--- config.mk ---
export PLATFORM = sky130hd
export DESIGN_NAME = vca_config_regs
export DESIGN_NICKNAME = d
export VERILOG_FILES = /design/src/rtl/vca_pkg.sv /design/src/rtl/vca_table_loader.sv /design/src/rtl/vca_config_regs.sv
export VERILOG_INCLUDE_DIRS = /design/src /design/src/rtl
export SDC_FILE = /design/constraint.sdc
export NUM_CORES = 1
export LEC_CHECK = 0
export BUFFER_PORTS_ARGS = -buffer_cell sky130_fd_sc_hd__buf_2
export CORE_MARGIN = 5
export CORE_UTILIZATION = 57
export CTS_CLUSTER_SIZE = 12
export DETAILED_ROUTE_END_ITERATION = 6
export PLACE_DENSITY_LB_ADDON = 0.2
export SYNTH_ARGS = -nofsm -noshare
export SYNTH_HDL_FRONTEND = slang
export SYNTH_HIERARCHICAL = 1
export SYNTH_SLANG_ARGS = --single-unit
--- constraint.sdc ---
create_clock -name i_clk -period 2.4 [get_ports i_clk]
set_input_delay 0.24 -clock i_clk [delete_from_list [all_inputs] [get_ports i_clk]]
set_output_delay 0.24 -clock i_clk [all_outputs]
set_load 0.05 [all_outputs]
--- src/rtl/vca_defines.svh ---
`ifndef VCA_DEFINES_SVH
`define VCA_DEFINES_SVH
// What this block does
// - Group arbitration capability reads 00h with no extended channel, 03h with one.
// - Channel table offset in bits 31:24, in 16-byte units, reads 00h or 03h.
// - Writing one to control bit 0 loads the staged table; the bit reads zero.
// - Select field 3:1 resets to 000b; values other than 0 or 1 act as 0.
// - Status bit 16 sets on any table write and clears when a load finishes, unless a table write lands in that same cycle.
// - Resource zero arbitration capability reads the fixed value 09h.
// - Resource zero bit 14 reads zero, so no transaction restriction applies.
// - Resource zero snoop rejection bit 15 always reads zero.
// - Resource zero time slot field 22:16 reads 7Fh.
// - Resource zero port table offset field 31:24 reads 04h.
// - The extended channel count resets to 000b and sideband may override it.

// Register byte addresses.
`define VCA_OFS_CAP2      12'h148
`define VCA_OFS_CTRL      12'h14c
`define VCA_OFS_RES0      12'h150
`define VCA_CAP_BASE      12'h140

// Field positions.
`define VCA_CTRL_LOAD_BIT 0
`define VCA_CTRL_SEL_LSB  1
`define VCA_STAT_PEND_BIT 16
`define VCA_TBLOFS_LSB    24
`define VCA_RES_AS_BIT    14
`define VCA_RES_SNOOP_BIT 15
`define VCA_RES_SLOTS_LSB 16

// Field values.
`define VCA_LPG_CAP_NONE  8'h00
`define VCA_LPG_CAP_ONE   8'h03
`define VCA_TBL_OFS_NONE  8'h00
`define VCA_TBL_OFS_ONE   8'h03
`define VCA_PORT_ARB_CAP  8'h09
`define VCA_MAX_SLOTS     7'h7f
`define VCA_PORT_TBL_OFS  8'h04
`define VCA_EXT_CNT_RST   3'h0
`define VCA_SEL_RST       3'h0
`define VCA_SEL_MAX       3'h1

// Staged table geometry: 32 phases of 4 bits in four words.
`define VCA_TBL_WORDS     4
`define VCA_TBL_IDX_W     2
`endif

--- src/rtl/vca_pkg.sv ---
`include "vca_defines.svh"

package vca_pkg;

  // APB request as driven by the master.
  typedef struct packed {
    logic        psel;
    logic        penable;
    logic        pwrite;
    logic [11:0] paddr;
    logic [31:0] pwdata;
    logic [3:0]  pstrb;
  } vca_apb_req_t;

  // APB answer from this slave.
  typedef struct packed {
    logic [31:0] prdata;
    logic        pready;
    logic        pslverr;
  } vca_apb_rsp_t;

  // Effective channel arbitration scheme.
  typedef enum logic {
    vca_sch_round_robin,
    vca_sch_weighted_rotation
  } vca_scheme_t;

  // Address regions of the register window.
  typedef enum logic [2:0] {
    vca_rg_none,
    vca_rg_cap2,
    vca_rg_ctrl,
    vca_rg_res0,
    vca_rg_table
  } vca_region_t;

  // Table loader states.
  typedef enum logic {
    vca_ld_idle,
    vca_ld_copy
  } vca_load_st_t;

  typedef struct packed {
    vca_load_st_t               st;
    logic [`VCA_TBL_IDX_W-1:0]  idx;
    logic                       done;
  } vca_loader_state_t;

  typedef logic [`VCA_TBL_WORDS-1:0][31:0] vca_table_t;

  typedef struct packed {
    logic [2:0]   ext_count;
    logic [2:0]   arb_select;
    vca_scheme_t  scheme;
    logic         table_pending;
    logic         load_req;
    vca_table_t   staging;
    vca_table_t   active;
    vca_apb_rsp_t rsp;
  } vca_state_t;

endpackage : vca_pkg

--- src/rtl/vca_table_loader.sv ---
`timescale 1ns/1ps
`include "vca_defines.svh"

module vca_table_loader #(
  parameter int ENTRIES = `VCA_TBL_WORDS
) (
  // Clock and reset.
  input  logic                      i_clk,
  input  logic                      i_sys_rst,
  // Load command.
  input  logic                      i_start,
  // Copy sequence.
  output logic                      o_busy,
  output logic                      o_copy_en,
  output logic [`VCA_TBL_IDX_W-1:0] o_copy_idx,
  output logic                      o_done
);

  localparam logic [`VCA_TBL_IDX_W-1:0] LAST =
    `VCA_TBL_IDX_W'(ENTRIES - 1);

  vca_pkg::vca_loader_state_t q;
  vca_pkg::vca_loader_state_t next_q;

  // Walk the entries one per cycle; a start while busy is ignored.
  always_comb
  begin
    next_q = q;
    next_q.done = 1'b0;
    unique case (q.st)
      vca_pkg::vca_ld_idle:
      begin
        if (i_start)
        begin
          next_q.st = vca_pkg::vca_ld_copy;
          next_q.idx = '0;
        end
      end
      vca_pkg::vca_ld_copy:
      begin
        if (q.idx == LAST)
        begin
          next_q.st = vca_pkg::vca_ld_idle;
          next_q.done = 1'b1;
        end
        else
        begin
          next_q.idx = q.idx + 1'b1;
        end
      end
    endcase
  end

  // State register with synchronous reset.
  always_ff @(posedge i_clk)
  begin
    if (i_sys_rst)
      q <= '{st: vca_pkg::vca_ld_idle, idx: '0, done: 1'b0};
    else
      q <= next_q;
  end

  // Sequence outputs.
  assign o_busy     = (q.st == vca_pkg::vca_ld_copy);
  assign o_copy_en  = (q.st == vca_pkg::vca_ld_copy);
  assign o_copy_idx = q.idx;
  assign o_done     = q.done;

endmodule : vca_table_loader

--- src/rtl/vca_config_regs.sv ---
// Local design decision: the APB register port.
`timescale 1ns/1ps
`include "vca_defines.svh"

module vca_config_regs (
  // Clock and reset.
  input  logic                          i_clk,
  input  logic                          i_sys_rst,
  // APB register port.
  input  vca_pkg::vca_apb_req_t         i_apb,
  output vca_pkg::vca_apb_rsp_t         o_apb,
  // Sideband override of the extended channel count.
  input  logic                          i_sideband_count_wr,
  input  logic [2:0]                    i_sideband_count,
  // Arbitration configuration towards the datapath.
  output logic [2:0]                    o_ext_channel_count,
  output vca_pkg::vca_scheme_t          o_arb_scheme,
  output vca_pkg::vca_table_t           o_active_table,
  output logic                          o_table_pending,
  output logic                          o_table_loading
);

  vca_pkg::vca_state_t q;
  vca_pkg::vca_state_t next_q;

  // Loader handshake.
  logic                      ld_busy;
  logic                      ld_copy_en;
  logic [`VCA_TBL_IDX_W-1:0] ld_copy_idx;
  logic                      ld_done;

  // Bus phase decode.
  logic                      setup;
  logic                      access;
  logic                      table_wr;
  vca_pkg::vca_region_t      region;
  logic [`VCA_TBL_IDX_W-1:0] word_idx;

  // A nonzero count is treated as the one extended channel supported.
  function automatic logic has_ext(input logic [2:0] cnt);
    has_ext = (cnt != `VCA_EXT_CNT_RST);
  endfunction : has_ext

  // Table offset field, in 16-byte units from the capability base.
  function automatic logic [7:0] table_ofs(input logic [2:0] cnt);
    if (has_ext(cnt))
      table_ofs = `VCA_TBL_OFS_ONE;
    else
      table_ofs = `VCA_TBL_OFS_NONE;
  endfunction : table_ofs

  // Decode a byte address into a register region.
  function automatic vca_pkg::vca_region_t decode(
    input logic [11:0] addr,
    input logic [2:0]  cnt
  );
    logic [11:0] base;
    base = `VCA_CAP_BASE + {table_ofs(cnt), 4'h0};
    if (addr[11:2] == `VCA_OFS_CAP2 >> 2)
      decode = vca_pkg::vca_rg_cap2;
    else if (addr[11:2] == `VCA_OFS_CTRL >> 2)
      decode = vca_pkg::vca_rg_ctrl;
    else if (addr[11:2] == `VCA_OFS_RES0 >> 2)
      decode = vca_pkg::vca_rg_res0;
    else if (has_ext(cnt) && addr[11:4] == base[11:4])
      decode = vca_pkg::vca_rg_table;
    else
      decode = vca_pkg::vca_rg_none;
  endfunction : decode

  // Port capability word two.
  function automatic logic [31:0] cap2_word(input logic [2:0] cnt);
    logic [31:0] w;
    w = 32'h0000_0000;
    if (has_ext(cnt))
      w[7:0] = `VCA_LPG_CAP_ONE;
    else
      w[7:0] = `VCA_LPG_CAP_NONE;
    w[`VCA_TBLOFS_LSB +: 8] = table_ofs(cnt);
    cap2_word = w;
  endfunction : cap2_word

  // Resource zero capability word; every field is fixed.
  function automatic logic [31:0] res0_word();
    logic [31:0] w;
    w = 32'h0000_0000;
    w[7:0] = `VCA_PORT_ARB_CAP;
    w[`VCA_RES_AS_BIT] = 1'b0;
    w[`VCA_RES_SNOOP_BIT] = 1'b0;
    w[`VCA_RES_SLOTS_LSB +: 7] = `VCA_MAX_SLOTS;
    w[`VCA_TBLOFS_LSB +: 8] = `VCA_PORT_TBL_OFS;
    res0_word = w;
  endfunction : res0_word

  // Shared control and status word; the load bit never reads back.
  function automatic logic [31:0] ctrl_word(
    input logic [2:0] sel,
    input logic       pend
  );
    logic [31:0] w;
    w = 32'h0000_0000;
    w[`VCA_CTRL_LOAD_BIT] = 1'b0;
    w[`VCA_CTRL_SEL_LSB +: 3] = sel;
    w[`VCA_STAT_PEND_BIT] = pend;
    ctrl_word = w;
  endfunction : ctrl_word

  // Out-of-range select values fall back to the default scheme.
  function automatic vca_pkg::vca_scheme_t scheme_of(
    input logic [2:0] sel
  );
    if (sel == `VCA_SEL_MAX)
      scheme_of = vca_pkg::vca_sch_weighted_rotation;
    else
      scheme_of = vca_pkg::vca_sch_round_robin;
  endfunction : scheme_of

  // Merge write data into a word under the byte strobes.
  function automatic logic [31:0] merge(
    input logic [31:0] old,
    input logic [31:0] wdata,
    input logic [3:0]  strb
  );
    logic [31:0] w;
    w = old;
    for (int b = 0; b < 4; b++)
    begin
      if (strb[b])
        w[b*8 +: 8] = wdata[b*8 +: 8];
    end
    merge = w;
  endfunction : merge

  // Phase and region decode shared by read and write paths.
  always_comb
  begin
    setup    = i_apb.psel && !i_apb.penable;
    access   = i_apb.psel && i_apb.penable && q.rsp.pready;
    region   = decode(i_apb.paddr, q.ext_count);
    word_idx = i_apb.paddr[`VCA_TBL_IDX_W+1:2];
    table_wr = access && i_apb.pwrite && !q.rsp.pslverr &&
               (region == vca_pkg::vca_rg_table);
  end

  // Next state. Read data is captured in the setup cycle so that the
  // answer comes from a flop, with no wait state: pready rises in the first access cycle.
  always_comb
  begin
    next_q = q;
    next_q.load_req = 1'b0;
    next_q.rsp.pready = setup;
    next_q.rsp.pslverr = 1'b0;

    // Read data and error for the coming access phase.
    if (setup)
    begin
      next_q.rsp.pslverr = (region == vca_pkg::vca_rg_none);
      next_q.rsp.prdata = 32'h0000_0000;
      if (!i_apb.pwrite)
      begin
        unique case (region)
          vca_pkg::vca_rg_none:
            next_q.rsp.prdata = 32'h0000_0000;
          vca_pkg::vca_rg_cap2:
            next_q.rsp.prdata = cap2_word(q.ext_count);
          vca_pkg::vca_rg_ctrl:
            next_q.rsp.prdata = ctrl_word(q.arb_select,
                                          q.table_pending);
          vca_pkg::vca_rg_res0:
            next_q.rsp.prdata = res0_word();
          vca_pkg::vca_rg_table:
            next_q.rsp.prdata = q.staging[word_idx];
        endcase
      end
    end

    // Control writes; only byte lane zero holds writable fields.
    if (access && i_apb.pwrite && !q.rsp.pslverr &&
        region == vca_pkg::vca_rg_ctrl && i_apb.pstrb[0])
    begin
      next_q.arb_select =
        i_apb.pwdata[`VCA_CTRL_SEL_LSB +: 3];
      next_q.scheme =
        scheme_of(i_apb.pwdata[`VCA_CTRL_SEL_LSB +: 3]);
      next_q.load_req = i_apb.pwdata[`VCA_CTRL_LOAD_BIT];
    end

    // Table entry writes go to the staging copy only.
    if (table_wr)
    begin
      next_q.staging[word_idx] = merge(q.staging[word_idx],
                                       i_apb.pwdata,
                                       i_apb.pstrb);
    end

    // Loader copies one staged word per cycle into the live table.
    if (ld_copy_en)
    begin
      next_q.active[ld_copy_idx] = q.staging[ld_copy_idx];
    end

    // Pending flag: a write in the finishing cycle keeps it set.
    if (ld_done)
      next_q.table_pending = 1'b0;
    if (table_wr)
      next_q.table_pending = 1'b1;

    // Sideband management may replace the count at any time.
    if (i_sideband_count_wr)
      next_q.ext_count = i_sideband_count;
  end

  // State register with synchronous reset.
  always_ff @(posedge i_clk)
  begin
    if (i_sys_rst)
    begin
      q <= '{ext_count:     `VCA_EXT_CNT_RST,
             arb_select:    `VCA_SEL_RST,
             scheme:        vca_pkg::vca_sch_round_robin,
             table_pending: 1'b0,
             load_req:      1'b0,
             staging:       '0,
             active:        '0,
             rsp:           '0};
    end
    else
    begin
      q <= next_q;
    end
  end

  // Sequencer that applies the staged table.
  vca_table_loader #(
    .ENTRIES (`VCA_TBL_WORDS)
  ) u_loader (
    .i_clk      (i_clk),
    .i_sys_rst  (i_sys_rst),
    .i_start    (q.load_req),
    .o_busy     (ld_busy),
    .o_copy_en  (ld_copy_en),
    .o_copy_idx (ld_copy_idx),
    .o_done     (ld_done)
  );

  // Outputs.
  assign o_apb               = q.rsp;
  assign o_ext_channel_count = q.ext_count;
  assign o_arb_scheme        = q.scheme;
  assign o_active_table      = q.active;
  assign o_table_pending     = q.table_pending;
  assign o_table_loading     = ld_busy;

endmodule : vca_config_regs

==> results of run 1 <==
## synth_stat cells (6+ instances only)
cell type  instances
a211oi_1          14
a21oi_1          210
a21oi_2           68
a22oi_1           19
buf_1              7
buf_2              9
buf_4            169
buf_6             11
clkbuf_1          89
dfxtp_1          303
inv_1             30
mux2_2            80
mux2i_1           19
nand2_1          502
nand2b_1           8
nand3_1            6
nor2_1            46
nor2b_1            6
o21ai_0           14
o22a_1             9
o22ai_1           29
## metal layers
layer	vias up	share of wire	global-route usage
li1	5508	-	-
met1	5384	0.47	0.407
met2	492	0.42	0.392
met3	61	0.088	0.0545
met4	0	0.023	0.0665
met5	-	0	0
## per-stage QoR
step / utilization / hold WS, ps / instances
finish: 0.627 / 19.7 / 2067
CTS: 0.627 / 2.21 / 2067
global placement: 0.585 / 438 / 2005
detailed placement: 0.585 / 442 / 2005
floorplan: - / 346 / 1701
global route: 0.627 / 30.4 / 2067
## flip-flops by register name (all words and copies together) (netlist names)
signal and count:
q 132, o_active_table 128, u_loader/o_busy 1, o_ext_channel_count 3, u_loader/o_done 1, u_loader/o_copy_idx 2, o_arb_scheme 1, o_table_pending 1
o_apb 34
## layout make-up
class | instances | share of cell area
clock inverter | 3 | 0.00140
multi-input combinational | 1080 | 0.392
inverter | 30 | 0.00743
tap | 324 | 0.0268
clock buffer | 50 | 0.0599
sequential | 303 | 0.400
timing repair buffer | 277 | 0.113
## power groups by stage
stage                     clock [W]  combinational [W]  sequential (W)
final                       0.00448           0.000532         0.00504
after detailed placement          0           0.000505         0.00515
after global placement            0           0.000499         0.00515
after floorplan                   0           0.000308         0.00515
after CTS                   0.00451           0.000519         0.00504
after global routing        0.00476           0.000563         0.00503
## repair_timing
action	4_1_cts	5_1_grt
endpoints found under the setup margin	0	0
hold endpoints to repair	6	0
hold buffers	9	0
gates resized for setup	0	0
## critical path: cells and delay by family, from the launching register on
| family | cells | cell delay (ps) |
|---|---|---|
| AOI/OAI and AO/OA | 2 | 680 |
| and+or+nand+nor | 2 | 870 |
| DFF | 1 | 330 |
## worst paths after layout
kind / startpoint / to / slack [ps] / cells after the start
max reg2reg: o_ext_channel_count[2] / o_apb[18] / 360 / 4
max: o_ext_channel_count[2] / o_apb[18] / 360 / 4
min: i_apb[5] / q[293] / 20 / 3
min reg2reg: o_active_table[7] / o_active_table[7] / 450 / 2
## kinds of logic (layout without fill, tap and decap cells)
| kind of cell | count (synthesis) | in the layout | share of synthesized area |
|---|---|---|---|
| flops | 303 | 303 | 0.435 |
| buf+inv | 318 | 360 | 0.141 |
| mux | 100 | 100 | 0.0798 |
| compound gates | 375 | 375 | 0.166 |
| fa+ha+maj | 2 | 2 | 0.00179 |
| simple gates | 603 | 603 | 0.177 |
==> metrics.yaml, run 1 <==
synth:
  ys.flop_type: "dfxtp_1"
  postSynthCellCount: 1701
  synth_top_area_frac: 0.435
  synth_edf_count: 0
  yosysTopAreaCell: "dfxtp_1"
  yosys-top-cells-area: "dfxtp_1 (43%), nand2_1 (14%), buf_4 (9.1%)"
  syn_nets: 1760
  async_reset_ff_frac: 0
  avgSynthCellArea_um2: 8.20
  ys_types: 52
  seq_area_frac_synth: 0.435
  syn_area_um2: 14000
  synth_seq_cells: 303
  yosysWarnings: 6
die:
  floorplan.initialDensity: 0.577
  fp.dieArea_um2: 27700
  io_pins: 225
  die_x_um: 166
  coreArea_um2: 24200
  row_count: 57
  die_h_um: 166
grt:
  grt-ovfl-total: 0
  grt_pass1_wl_um: 61700
  grt_use_total: 0.269
  grt_max_degree: 98
  grt_pass1_vias: 11040
  antenna_found_initial: 0
final_layout:
  fin_area_um2: 15200
  nNetsFinal: 1782
  final_common_cell: "nand2_1"
  seq_area_um2: 6070
  antenna_cells: 0
  layout-drive-gt1-share: 0.270
  synthToLayoutAreaGrowth_pct: 8.60
  final_cell_mix: "nand2_1 (502), dfxtp_1 (303), buf_2 (221)"
  fillers: 2149
  multi_input_area_um2: 5930
critical_path:
  critPathSlowestCell: "a221oi_1"
  arrival_ps: 2450
  crit_required_ps: 2810
  critPathKind: "flop to flop"
  critPathMaxStageDelay_ps: 530
  cp_max_fo: 12
  startpoint_type: "flop"
  critPathCaptureType: "flop"
  crit_chain: "or3_1 > and3_1 > a221oi_1 > o21ai_0"
sta:
  setup_ws_ps: 360
  rsz0062_at_grt: "false"
  maxSlewViolCount: 0
  tightest_slew_ps: 971
  fmax_ghz: 0.490
  final.setup.tns_ps: 0
  layout_worst_path_cycle_share: 0.850
  setup_viol: 0
  relSlewSlack: 0.351
  period_minus_slack_ps: 2040
  finalClockSkew_ps: 17.6
  finalHoldViolations: 0
clock_network:
  cts_max_level: 1
  cts_tree: "built"
  root_buffer: "clkbuf_16"
  cts_inserted_buffers: 31
  clkLatencyLatePin_ps: 560
  postCtsSetupRepairBufs: 0
  cts_max_path_buffers: 3
  clkSinkCount: 303
  cts.clk_slew.worst_paths_ps: 60
power:
  swShare: 0.228
  total_power_w: 0.0100
  p_leak_nw: 5.92
  seq_power_share: 0.501
  p_int_w: 0.00776
  power_density_nw_per_um2: 663
  clkPwrFrac: 0.446
  combPwrFrac: 0.053
  vdd_drop_max_mv: 0.533
  netSwitchingPower_w: 0.00229
routing:
  drc: 0
  drtIter0Drc: 1085
  vias: 11445
  dr.pass1.iters: 6
  antenna_left: 0
  avgViaCountPerCell: 5.54
  wl_um: 38800
  routedWlPerCell_um: 18.8
worst_hold_path:
  hp-class: "primary input to flop"
placed_design:
  dp_slack_ps: 113
  dpl_cell_area_um2: 14100
  port_buffers: 222
  place_congestion: 0.897
  hpwl_um: 27500
flow_run:
  max_cap_viol_count: 0
outcome:
  status: "finished clean"
No activity file was read; power rests on OpenSTA's default activity.
==> run 2, diff against run 1 <==
ABC_CLOCK_PERIOD_IN_PS = 2400   (was unset)
SYNTH_HIERARCHICAL = unset   (was 1)
==> metrics.yaml, run 2 <==
outcome:
  status: "finished clean"
sta:
  finalHoldViolations: 0
  period_minus_slack_ps: 2180
  setup_viol: 0
  tightest_slew_ps: 693
  finalClockSkew_ps: 11.5
  relSlewSlack: 0.526
  setup_ws_ps: 219
  rsz0062_at_grt: "false"
  maxSlewViolCount: 0
  final.setup.tns_ps: 0
  layout_worst_path_cycle_share: 0.909
  fmax_ghz: 0.458
placed_design:
  port_buffers: 222
  hpwl_um: 25700
  dp_cells: 2093
  place_congestion: 0.817
  dp_slack_ps: 170
grt:
  grt_use_total: 0.264
  grt_max_degree: 99
  grt_pass1_vias: 11421
  grt-ovfl-total: 0
  grt_pass1_wl_um: 61900
  antenna_found_initial: 1
critical_path:
  crit_chain: "o311a_1 > or3_1 > nand3b_1 > o21ai_0"
  arrival_ps: 2540
  critPathKind: "flop to flop"
  crit_end: "o_apb[3]"
  ff2ff_path_depth: 4
  critPathMaxStageDelay_ps: 610
  ff2ff_setup_slack_ps: 220
  r2r_end: "o_apb[3]"
  startpoint_type: "flop"
  critPathLaunch: "o_ext_channel_count[2]"
  critPathCaptureType: "flop"
  crit_required_ps: 2760
  cp_max_fo: 18
  critPathSlowestCell: "o311a_1"
  r2r-start: "o_ext_channel_count[2]"
power:
  combPwrFrac: 0.046
  clkPwrFrac: 0.476
  p_leak_nw: 6.04
  p_int_w: 0.00820
  swShare: 0.221
  power_density_nw_per_um2: 664
  vdd_drop_max_mv: 0.479
  netSwitchingPower_w: 0.00233
  seq_power_share: 0.478
clock_network:
  cts_max_level: 2
  cts_resized: 0
  cts.clk_slew.worst_paths_ps: 60
  clkLatencyLatePin_ps: 500
  postCtsSetupRepairBufs: 0
  cts_tree: "built"
  cts_max_path_buffers: 3
  root_buffer: "clkbuf_16"
  clkSinkCount: 303
  cts_inserted_buffers: 34
synth:
  synth_seq_cells: 303
  yosysWarnings: 0
  syn_area_um2: 14500
  syn_nets: 1854
  avgSynthCellArea_um2: 8.11
  postSynthCellCount: 1793
  yosys-top-cells-area: "dfxtp_1 (42%), nand2_1 (14%), a21oi_1 (9.3%)"
  synth_edf_count: 0
  ys.flop_type: "dfxtp_1"
  async_reset_ff_frac: 0
  ys_types: 47
  yosysTopAreaCell: "dfxtp_1"
  synth_top_area_frac: 0.417
  seq_area_frac_synth: 0.417
  synth.most_common_cell: "nand2_1"
  synthTopCellsByCount: "nand2_1 (547), dfxtp_1 (303), a21oi_1 (271), buf_4 (166), clkbuf_1 (87)"
final_layout:
  largest_reg_flops: 132
  regMostFlops: "q"
  nNetsFinal: 1863
  final_common_cell: "nand2_1"
  utilization: 0.629
  fin_cells: 2150
  final_cell_mix: "nand2_1 (547), dfxtp_1 (302), a21oi_1 (271)"
  synthToLayoutAreaGrowth_pct: 9.02
  antenna_cells: 0
  layout-drive-gt1-share: 0.254
routing:
  drc: 0
  routedWlPerCell_um: 18.4
  antenna_left: 0
  dr.pass1.iters: 7
  vias: 12177
  wl_um: 39600
  avgViaCountPerCell: 5.66
  drtIter0Drc: 1331
die:
  die_x_um: 170
  fp.dieArea_um2: 28800
  row_count: 58
  die_h_um: 170
  floorplan.initialDensity: 0.577
  coreArea_um2: 25200
  io_pins: 225
flow_run:
  max_cap_viol_count: 0
worst_hold_path:
  hp-class: "primary input to flop"
-- run 2: power groups by stage --
stage	sequential (W)	combinational, W	clock (W)
after floorplan	0.00515	0.000316	0
after global placement	0.00515	0.000461	0
after detailed placement	0.00515	0.000465	0
after CTS	0.00504	0.000471	0.00509
after global routing	0.00504	0.000514	0.00529
final	0.00504	0.000480	0.00501
-- run 2: repair_timing --
| action | 4_1_cts | 5_1_grt |
|---|---|---|
| hold buffers | 3 | 0 |
| setup endpoints to repair | 0 | 0 |
| endpoints found under the hold margin | 3 | 0 |
-- run 2: worst min-delay path by stage --
stage	endpoint	cells past startpoint	startpoint
3_3_place_gp	o_apb[3]	2	o_apb[3]
2_1_floorplan	o_apb[1]	1	i_sys_rst
3_5_place_dp	o_apb[19]	2	o_apb[19]
6_report	q[293]	3	i_apb[5]
5_1_grt	o_ext_channel_count[0]	3	i_sideband_count_wr
4_1_cts	q[293]	3	i_apb[5]
-- run 2: cell families (layout without fill, tap and decap cells) --
| kind of cell | Yosys count | after routing | synth area share |
|---|---|---|---|
| flip-flops | 303 | 303 | 0.417 |
| AO/OA/AOI/OAI | 398 | 398 | 0.158 |
| buffers and inverters | 337 | 364 | 0.135 |
| multiplexers | 105 | 105 | 0.107 |
| AND/OR/NAND/NOR | 646 | 646 | 0.180 |
| adder cells (fa/ha/maj) | 4 | 4 | 0.00344 |
-- run 2: layout make-up --
type                            instances  area, um^2
Clock inverter                          8        93.8
Fill cell                            2199        9330
Clock buffer                           46         967
Sequential cell                       303        6070
Inverter                               34         128
Timing Repair Buffer                  276        1670
Tap cell                              330         413
Multi-Input combinational cell       1153        6510
-- run 2: metrics by stage --
stage	cell area, um^2	hold slack (ps)	power [W]
after floorplan	14500	324	0.00546
after global placement	14800	438	0.00561
after detailed placement	14800	441	0.00561
after CTS	15900	0.358	0.0106
after global routing	15900	49.2	0.0108
final	15900	14.5	0.0105
-- run 2: per-layer routing --
metal / global-route usage / vias to the layer above / wire [um]
met5: 0 / - / 9
met3: 0.0622 / 64 / 3690
li1: - / 5843 / -
met4: 0.0592 / 2 / 701
met2: 0.414 / 502 / 17800
met1: 0.372 / 5766 / 17500
-- run 2: critical path: cells and delay by family, from the launching register on --
family           cells  cell delay [ps]
AND/OR/NAND/NOR      2              910
flip-flops           1              350
AO/OA/AOI/OAI        2              780
